===== src/include/dacs_cfg.svh =====
// Purpose: Offsets, field positions, reset values for the acquisition register bank
// Assumes: Byte-wide host I/O port, offsets relative to the card base
// Notes: Definitions only
//
// What this block does
// - Software trigger starts a conversion only while control bit 0 is set.
// - Periodic timer triggers are accepted only while control bit 1 is set.
// - External pin triggers are accepted only while control bit 2 is set.
// - External gating of conversions applies only while control bit 3 is set.
// - Control bit 5 selects interrupt cause: each conversion, or FIFO half full.
// - Control bit 6 selects counter zero clock: internal or external pin.
// - Control bit 7 selects input width: 0 gives 16 bit, 1 gives 12 bit.
// - Bit 7 of offset 7 reroutes inputs into calibration wiring.
// - Reading offset 6 returns the control byte last written.
// - Offset 7 bit 0 reads 1 while the sample FIFO is empty.
// - Offset 7 bit 1 reads 1 while the sample FIFO is half full.
// - Offset 7 bit 2 reads 1 while the sample FIFO is full.
// - Offset 7 bit 3 reads 1 once an interrupt condition has occurred.
// - Any write to 8 clears interrupt; any write to 9 empties FIFO.
// - Channel 0 output loads on write, or on read of 10/11 when gated.
// - Channel 1 output loads on write, or on read of 12/13 when gated.
// - Offsets 10 and 11 hold channel 0 data, bit 0 the LSB.
// - Offsets 12 and 13 hold channel 1 data in the same layout.
// - Reference range bit per channel: 0 selects -5 V, 1 selects -10 V.
// - Reference source bit per channel: 0 internal, 1 external.
`ifndef DACS_CFG_SVH
`define DACS_CFG_SVH

// ==================================================================
// Widths
`define DACS_ADDR_W 4
`define DACS_AO_W 16

// ==================================================================
// Offsets
`define DACS_OFF_CTRL 4'h6
`define DACS_OFF_STAT 4'h7
`define DACS_OFF_IRQ_CLR 4'h8
`define DACS_OFF_FIFO_CLR 4'h9
`define DACS_OFF_AO0_LO 4'hA
`define DACS_OFF_AO0_HI 4'hB
`define DACS_OFF_AO1_LO 4'hC
`define DACS_OFF_AO1_HI 4'hD
`define DACS_OFF_REF_LO 4'hE
`define DACS_OFF_REF_HI 4'hF

// ==================================================================
// Control byte fields
`define DACS_CB_SOFT 0
`define DACS_CB_PACER 1
`define DACS_CB_PIN 2
`define DACS_CB_GATE 3
`define DACS_CB_INTERRUPT_ENABLE_BIT 4
`define DACS_CB_CAUSE 5
`define DACS_CB_COUNTER_ZERO_CLOCK_SELECT 6
`define DACS_CB_RES 7

// ==================================================================
// Status byte fields
`define DACS_SB_EMPTY 0
`define DACS_SB_HALF 1
`define DACS_SB_FULL 2
`define DACS_SB_IRQ 3
`define DACS_SB_CAL 7

// ==================================================================
// Reference control fields, channel 1 sits eight bits higher
`define DACS_RF_RANGE 0
`define DACS_RF_POL 1
`define DACS_RF_SRC 2
`define DACS_RF_LDEN 3
`define DACS_RF_CH1 8

// ==================================================================
// Reset values
`define DACS_RST_CTRL 8'h00
`define DACS_RST_REF 16'h0000
`define DACS_RST_AO 16'h0000

`endif


===== src/include/dacs_pkg.sv =====
// Purpose: Types for the acquisition register bank
// Assumes: dacs_cfg.svh on the include path
// Notes: All state but the reset release flops lives in one packed struct
`include "dacs_cfg.svh"

package dacs_pkg;

    // ==============================================================
    // Host I/O request
    typedef struct packed {
        logic wr;
        logic rd;
        logic [`DACS_ADDR_W-1:0] addr;
        logic [7:0] wdata;
    } dacs_io_req_t;

    // ==============================================================
    // Acquisition settings toward the analog front end
    typedef struct packed {
        logic counter_zero_clock_select;
        logic input_resolution_select;
        logic cal_mode;
    } dacs_acq_cfg_t;

    // ==============================================================
    // Analog output channel
    typedef struct packed {
        logic [`DACS_AO_W-1:0] analog_out_word;
        logic analog_out_ref_range;
        logic analog_out_ref_source;
        logic analog_out_polarity;
    } dacs_ao_t;

    // ==============================================================
    // Module state apart from the reset release flops
    typedef struct packed {
        logic [7:0] ctrl;
        logic cal;
        logic [15:0] ref_ctrl;
        logic [`DACS_AO_W-1:0] stage0;
        logic [`DACS_AO_W-1:0] stage1;
        logic [`DACS_AO_W-1:0] ao0;
        logic [`DACS_AO_W-1:0] ao1;
        logic irq_pend;
        logic irq_out;
        logic half_prev;
        logic pin_s1;
        logic pin_s2;
        logic pin_prev;
        logic gate_s1;
        logic gate_s2;
        logic conv_start;
        logic fifo_clear;
        logic [7:0] rdata;
        logic rvalid;
    } dacs_state_t;

endpackage : dacs_pkg

===== src/design/dacs_regs.sv =====
// Purpose: Byte-wide control and status register bank of an acquisition card
// Assumes: Host I/O strobes and FIFO flags are synchronous to clk
// Notes: Trigger and gate pins are asynchronous and pass two flip-flops
`timescale 1ns/1ps
`default_nettype none
`include "dacs_cfg.svh"

module dacs_regs (
    input wire logic clk,
    input wire logic rstn,
    input wire dacs_pkg::dacs_io_req_t io_req,
    output logic [7:0] io_rdata,
    output logic io_rvalid,
    input wire logic soft_trig_req,
    input wire logic pacer_tick,
    input wire logic ext_trig_pin,
    input wire logic ext_gate_pin,
    input wire logic conv_done,
    input wire logic fifo_empty,
    input wire logic fifo_half,
    input wire logic fifo_full,
    output logic conv_start,
    output logic fifo_clear,
    output logic irq_out,
    output dacs_pkg::dacs_acq_cfg_t acq_cfg,
    output dacs_pkg::dacs_ao_t ao0_out,
    output dacs_pkg::dacs_ao_t ao1_out
);
    import dacs_pkg::*;

    // ==============================================================
    // Helpers
    function automatic logic hit(input logic [`DACS_ADDR_W-1:0] a, input logic [`DACS_ADDR_W-1:0] off);
        hit = (a == off);
    endfunction : hit

    // Byte lane update of a staged output word
    function automatic logic [15:0] put_byte(input logic [15:0] w, input logic hi, input logic [7:0] d);
        put_byte = hi ? {d, w[7:0]} : {w[15:8], d};
    endfunction : put_byte

    // ==============================================================
    // Reset release
    logic rst_s1_n;
    logic rst_n;

    // Async assert, clocked release
    always_ff @(posedge clk or negedge rstn) begin
        if (!rstn) begin
            rst_s1_n <= 1'b0;
            rst_n <= 1'b0;
        end else begin
            rst_s1_n <= 1'b1;
            rst_n <= rst_s1_n;
        end
    end

    // ==============================================================
    // State
    dacs_state_t q;
    dacs_state_t n;

    logic wr;
    logic rd;
    logic pin_edge;
    logic gate_ok;
    logic irq_event;
    logic clr_irq;

    always_comb begin
        n = q;
        wr = io_req.wr;
        rd = io_req.rd;
        clr_irq = 1'b0;

        // Pin synchronisers; only the second stage and the trigger pin's edge flop are looked at
        n.pin_s1 = ext_trig_pin;
        n.pin_s2 = q.pin_s1;
        n.pin_prev = q.pin_s2;
        n.gate_s1 = ext_gate_pin;
        n.gate_s2 = q.gate_s1;

        // Register writes
        n.fifo_clear = 1'b0;
        if (wr) begin
            if (hit(io_req.addr, `DACS_OFF_CTRL)) begin
                n.ctrl = io_req.wdata;
            end
            if (hit(io_req.addr, `DACS_OFF_STAT)) begin
                n.cal = io_req.wdata[`DACS_SB_CAL];
            end
            if (hit(io_req.addr, `DACS_OFF_IRQ_CLR)) begin
                clr_irq = 1'b1;
            end
            if (hit(io_req.addr, `DACS_OFF_FIFO_CLR)) begin
                n.fifo_clear = 1'b1;
            end
            if (hit(io_req.addr, `DACS_OFF_AO0_LO) || hit(io_req.addr, `DACS_OFF_AO0_HI)) begin
                n.stage0 = put_byte(q.stage0, io_req.addr[0], io_req.wdata);
            end
            if (hit(io_req.addr, `DACS_OFF_AO1_LO) || hit(io_req.addr, `DACS_OFF_AO1_HI)) begin
                n.stage1 = put_byte(q.stage1, io_req.addr[0], io_req.wdata);
            end
            if (hit(io_req.addr, `DACS_OFF_REF_LO)) begin
                n.ref_ctrl[7:0] = io_req.wdata;
            end
            if (hit(io_req.addr, `DACS_OFF_REF_HI)) begin
                n.ref_ctrl[15:8] = io_req.wdata;
            end
        end

        // Output loading, gated loads wait for a read of the data pair
        if (!q.ref_ctrl[`DACS_RF_LDEN]) begin
            n.ao0 = n.stage0;
        end else if (rd && (hit(io_req.addr, `DACS_OFF_AO0_LO) || hit(io_req.addr, `DACS_OFF_AO0_HI))) begin
            n.ao0 = q.stage0;
        end
        if (!q.ref_ctrl[`DACS_RF_CH1 + `DACS_RF_LDEN]) begin
            n.ao1 = n.stage1;
        end else if (rd && (hit(io_req.addr, `DACS_OFF_AO1_LO) || hit(io_req.addr, `DACS_OFF_AO1_HI))) begin
            n.ao1 = q.stage1;
        end

        // Trigger selection; overlapping enables are the host's fault
        pin_edge = q.pin_s2 & ~q.pin_prev;
        gate_ok = ~q.ctrl[`DACS_CB_GATE] | q.gate_s2;
        n.conv_start = gate_ok & ((q.ctrl[`DACS_CB_SOFT] & soft_trig_req)
            | (q.ctrl[`DACS_CB_PACER] & pacer_tick)
            | (q.ctrl[`DACS_CB_PIN] & pin_edge));

        // Interrupt cause and pending flag, a new event beats the clear
        n.half_prev = fifo_half;
        irq_event = q.ctrl[`DACS_CB_CAUSE] ? (fifo_half & ~q.half_prev) : conv_done;
        if (clr_irq) begin
            n.irq_pend = 1'b0;
        end
        if (irq_event) begin
            n.irq_pend = 1'b1;
        end
        n.irq_out = n.irq_pend & n.ctrl[`DACS_CB_INTERRUPT_ENABLE_BIT];

        // Read data, unmapped and write-only offsets read zero
        n.rvalid = rd;
        n.rdata = 8'h00;
        if (rd) begin
            if (hit(io_req.addr, `DACS_OFF_CTRL)) begin
                n.rdata = q.ctrl;
            end else if (hit(io_req.addr, `DACS_OFF_STAT)) begin
                n.rdata[`DACS_SB_EMPTY] = fifo_empty;
                n.rdata[`DACS_SB_HALF] = fifo_half;
                n.rdata[`DACS_SB_FULL] = fifo_full;
                n.rdata[`DACS_SB_IRQ] = q.irq_pend;
                n.rdata[`DACS_SB_CAL] = q.cal;
            end
        end
    end

    always_ff @(posedge clk or negedge rst_n) begin
        if (!rst_n) begin
            q <= '0;
            q.ctrl <= `DACS_RST_CTRL;
            q.ref_ctrl <= `DACS_RST_REF;
            q.stage0 <= `DACS_RST_AO;
            q.stage1 <= `DACS_RST_AO;
            q.ao0 <= `DACS_RST_AO;
            q.ao1 <= `DACS_RST_AO;
        end else begin
            q <= n;
        end
    end

    // ==============================================================
    // Outputs, all straight from state
    assign io_rdata = q.rdata;
    assign io_rvalid = q.rvalid;
    assign conv_start = q.conv_start;
    assign fifo_clear = q.fifo_clear;
    assign irq_out = q.irq_out;
    // One driver per output struct, member-wise drivers are not portable
    assign acq_cfg = '{
        counter_zero_clock_select: q.ctrl[`DACS_CB_COUNTER_ZERO_CLOCK_SELECT],
        input_resolution_select: q.ctrl[`DACS_CB_RES],
        cal_mode: q.cal
    };
    assign ao0_out = '{
        analog_out_word: q.ao0,
        analog_out_ref_range: q.ref_ctrl[`DACS_RF_RANGE],
        analog_out_ref_source: q.ref_ctrl[`DACS_RF_SRC],
        analog_out_polarity: q.ref_ctrl[`DACS_RF_POL]
    };
    assign ao1_out = '{
        analog_out_word: q.ao1,
        analog_out_ref_range: q.ref_ctrl[`DACS_RF_CH1 + `DACS_RF_RANGE],
        analog_out_ref_source: q.ref_ctrl[`DACS_RF_CH1 + `DACS_RF_SRC],
        analog_out_polarity: q.ref_ctrl[`DACS_RF_CH1 + `DACS_RF_POL]
    };

endmodule : dacs_regs
`default_nettype wire


===== config.mk =====
export PLATFORM = sky130hd
export DESIGN_NAME = dacs_regs
export DESIGN_NICKNAME = d
export VERILOG_FILES = /design/src/include/dacs_pkg.sv /design/src/design/dacs_regs.sv
export VERILOG_INCLUDE_DIRS = /design/src /design/src/include
export SDC_FILE = /design/constraint.sdc
export NUM_CORES = 1
export LEC_CHECK = 0
export BUFFER_PORTS_ARGS = -buffer_cell sky130_fd_sc_hd__buf_2
export CELL_PAD_IN_SITES_DETAIL_PLACEMENT = 1
export CELL_PAD_IN_SITES_GLOBAL_PLACEMENT = 2
export CORE_MARGIN = 1
export CORE_UTILIZATION = 37
export CTS_CLUSTER_SIZE = 14
export DETAILED_ROUTE_END_ITERATION = 7
export GPL_TIMING_DRIVEN = 0
export PLACE_DENSITY = 0.91
export SLEW_MARGIN = 5
export SYNTH_ARGS = -nofsm -noshare
export SYNTH_HDL_FRONTEND = slang
export SYNTH_SLANG_ARGS = --single-unit

===== constraint.sdc =====
create_clock -name clk -period 3.4 [get_ports clk]
set_input_delay 0.34 -clock clk [delete_from_list [all_inputs] [get_ports clk]]
set_output_delay 0.34 -clock clk [all_outputs]
set_load 0.02 [all_outputs]

==> run summary <==
Outcome - finished clean
Sw frac - 0.314
Die Wd - 114 µm
Max-Cap Viols - 0
Clock power share - 0.278
Post-synth EDFFs - 0
Synth top area cells - dfrtp_1, buf_4, mux2_2, mux2i_1, o21ai_0
Final HPWL from detailed placement - 8390 µm
CTS tree - yes
Core footprint - 12100 µm²
CP cell instances - buf_2, nand4bb_1, clkbuf_1, nor3_1, a221o_1
Kind of critical path - flip-flop to flip-flop
Post-synth top area share - 0.549
Flop-to-flop setup slack - 1.69 ns
Final non-filler cell area - 5590 µm²
Worst-margin pin slew - 0.780 ns
Final max-slew violation count - 0
CP max FO - 10
Post-CTS setup buffer count - 0
GPL Wtd Cong - 0.753
Hold Crit Endpoint - n[14]
Arrival @ worst endpoint - 1.95 ns
Worst Path Required - 3.64 ns
Reg power frac - 0.421
Endpoints failing hold - 0
# diodes - 0
Clk root buf - clkbuf_16
Max VDD drop - 0.000416 V
FFs w/ async S/R, synth - 1.00
Buf+Inv Stages, Crit Path - 2
Total power draw - 4020 µW
Initial core utilization - 0.384
Max stage delay on crit path - 0.39 ns
Via Count - 3372
Fin nets - 515
# clock sinks - 102
Worst hold path type - primary input to flip-flop
Post-Place Cell Area - 5270 µm²
GRT overflow - 0
1st-pass router iterations - 4
Residual DRC - 0
Startpoint Class - flip-flop
CTS Buffer Depth - 2
Skew final - 0.00678 ns
Crit. End Element - flip-flop
H-tree level count - 3
Final antenna-violating net count - 0
RSZ-0062 raised after global routing - no
Largest area contributor in the netlist - dfrtp_1
Fraction of layout cells with a size suffix above 1 - 0.371
Num rows - 40
Io pins - 77
Fmax - 0.584 GHz
Worst r2r src - q[86]
Slowest-stage cell, CP - clkbuf_1
Reg2Reg Capture Point - ao0_out[13]
Pint - 2760 µW
#FFs+latches synth - 102
Fill cells - 1371
Relative slew slack - 0.480
Num CTS Buffers - 9
Largest net degree at the start of global routing - 61
Mapped Cells - 402
Area of the multi-input gates - 1610 µm²
Number of global-route vias before repair - 3580
# setup viols final - 0
Routed len/inst - 18.0 µm
Final period util - 0.503
CP top delay family - buffers and inverters
Predominant post-synthesis flop cell - dfrtp_1
Iteration-0 DRC Markers - 125
Synthesis-to-finish area growth - 20.2%
Hold Crit Depth - 1
Syn Nets - 426
Seq/Total Area, Yosys - 0.549
Routed vias/inst - 5.08
Reg2reg path depth - 5
Worst-path clk slew - 0.07 ns
Cell Area, Synth - 4650 µm²
Top cells by count, synth - dfrtp_1, buf_4, mux2_2, nand2_1, o21ai_0
GRT Util Overall - 0.199
Pwr/cell area - 719 nW/µm²
Setup TNS - 0 ns
Hold Crit Start - ext_trig_pin
Die H - 114 µm
Synth cell types - 40
Ys Warns - 0
# port buffers - 76
WL final - 11900 µm
Global-route wire length before repair - 19300 µm
Register area - 2560 µm²
Later-pin clock latency in the skew report - 0.36 ns
Lkg Pwr - 0.00280 µW
Die Area - 13000 µm²
Syn_area_per_cell - 11.6 µm²
Hold buffer count at cts - 1
Sw Pwr - 1260 µW
Antenna violations before repair - 0
Tmin final - 1.71 ns
Comb pwr share - 0.301
CTS resizes - 0
Most common cell in the netlist - dfrtp_1
## worst register-to-register path: stages, from the launching register on
cell and delay, ns:
dfrtp_1 0.37, buf_2 0.22, nand4bb_1 0.23, clkbuf_1 0.39
nor3_1 0.11, a221o_1 0.28
## cells by family after synthesis
family | share of synthesized area
AND/OR/NAND/NOR | 0.101
buffers and inverters | 0.106
other | 0.000806
flip-flops | 0.549
multiplexers | 0.109
AO/OA/AOI/OAI | 0.135
## worst max path at each step
stage,from,cells past startpoint,end,slack [ns]
after floorplan,rst_n,0,acq_cfg[0],0.35
final,q[86],5,ao0_out[13],1.69
after global placement,rst_n,0,q[62],-0.68
after CTS,q[86],5,ao0_out[13],1.69
after detailed placement,io_req[8],5,q[81],1.38
after global routing,q[94],3,ao1_out[17],1.57
## state kept, by name (all words and copies together), names as in the netlist
name	flops
acq_cfg	3
ao0_out	19
ao1_out	19
conv_start	1
fifo_clear	1
io_rdata	8
io_rvalid	1
irq_out	1
n	3
q	44
rst_n	1
rst_s1_n	1
## area by class of cell
class | count | share of cell area
Tap cell | 168 | 0.0376
Sequential cell | 102 | 0.457
Timing Repair Buffer | 78 | 0.0734
Clock inverter | 4 | 0.0125
Buffer | 70 | 0.0832
Inverter | 7 | 0.00470
Clock buffer | 12 | 0.0441
Multi-Input combinational cell | 223 | 0.288
## power by group through the flow
stage                     Combinational [µW]  Sequential (µW)  Clock [µW]
after global placement                  1170             1710           0
after detailed placement                1210             1720           0
after floorplan                          902             1660           0
after global routing                    1310             1740        1180
after CTS                               1230             1700        1140
final                                   1210             1690        1120
## cell usage in the layout, fill, tap and decap left out, drive strengths merged, types with 5 or more instances in the layout
cell type,n
dfrtp,102
and3,11
buf,134
nor2,9
inv,7
a22oi,18
a22o,5
a21oi,15
mux2,30
o21ai,27
a221o,12
clkbuf,25
nor3,9
nand2,30
mux2i,17
a2bb2oi,5
## metal layers
metal,part of all wire,GRT usage,vias up,wire length (µm)
met3,0.037,0.0503,8,437
met1,0.45,0.251,1726,5420
li1,-,-,1568,-
met2,0.50,0.339,70,5980
met5,0,0,-,0
met4,0.0078,0.0502,0,93
## stage by stage
stage	hold WS (ns)	setup slack (ns)	instances	utilization
finish	0.0909	1.69	664	0.462
global route	0.0807	1.57	664	0.462
CTS	0.0762	1.69	664	0.462
detailed placement	0.130	1.38	647	0.435
global placement	0.125	-0.680	646	0.433
floorplan	0.0444	0.348	402	-
(Power assumes the default switching activity.)
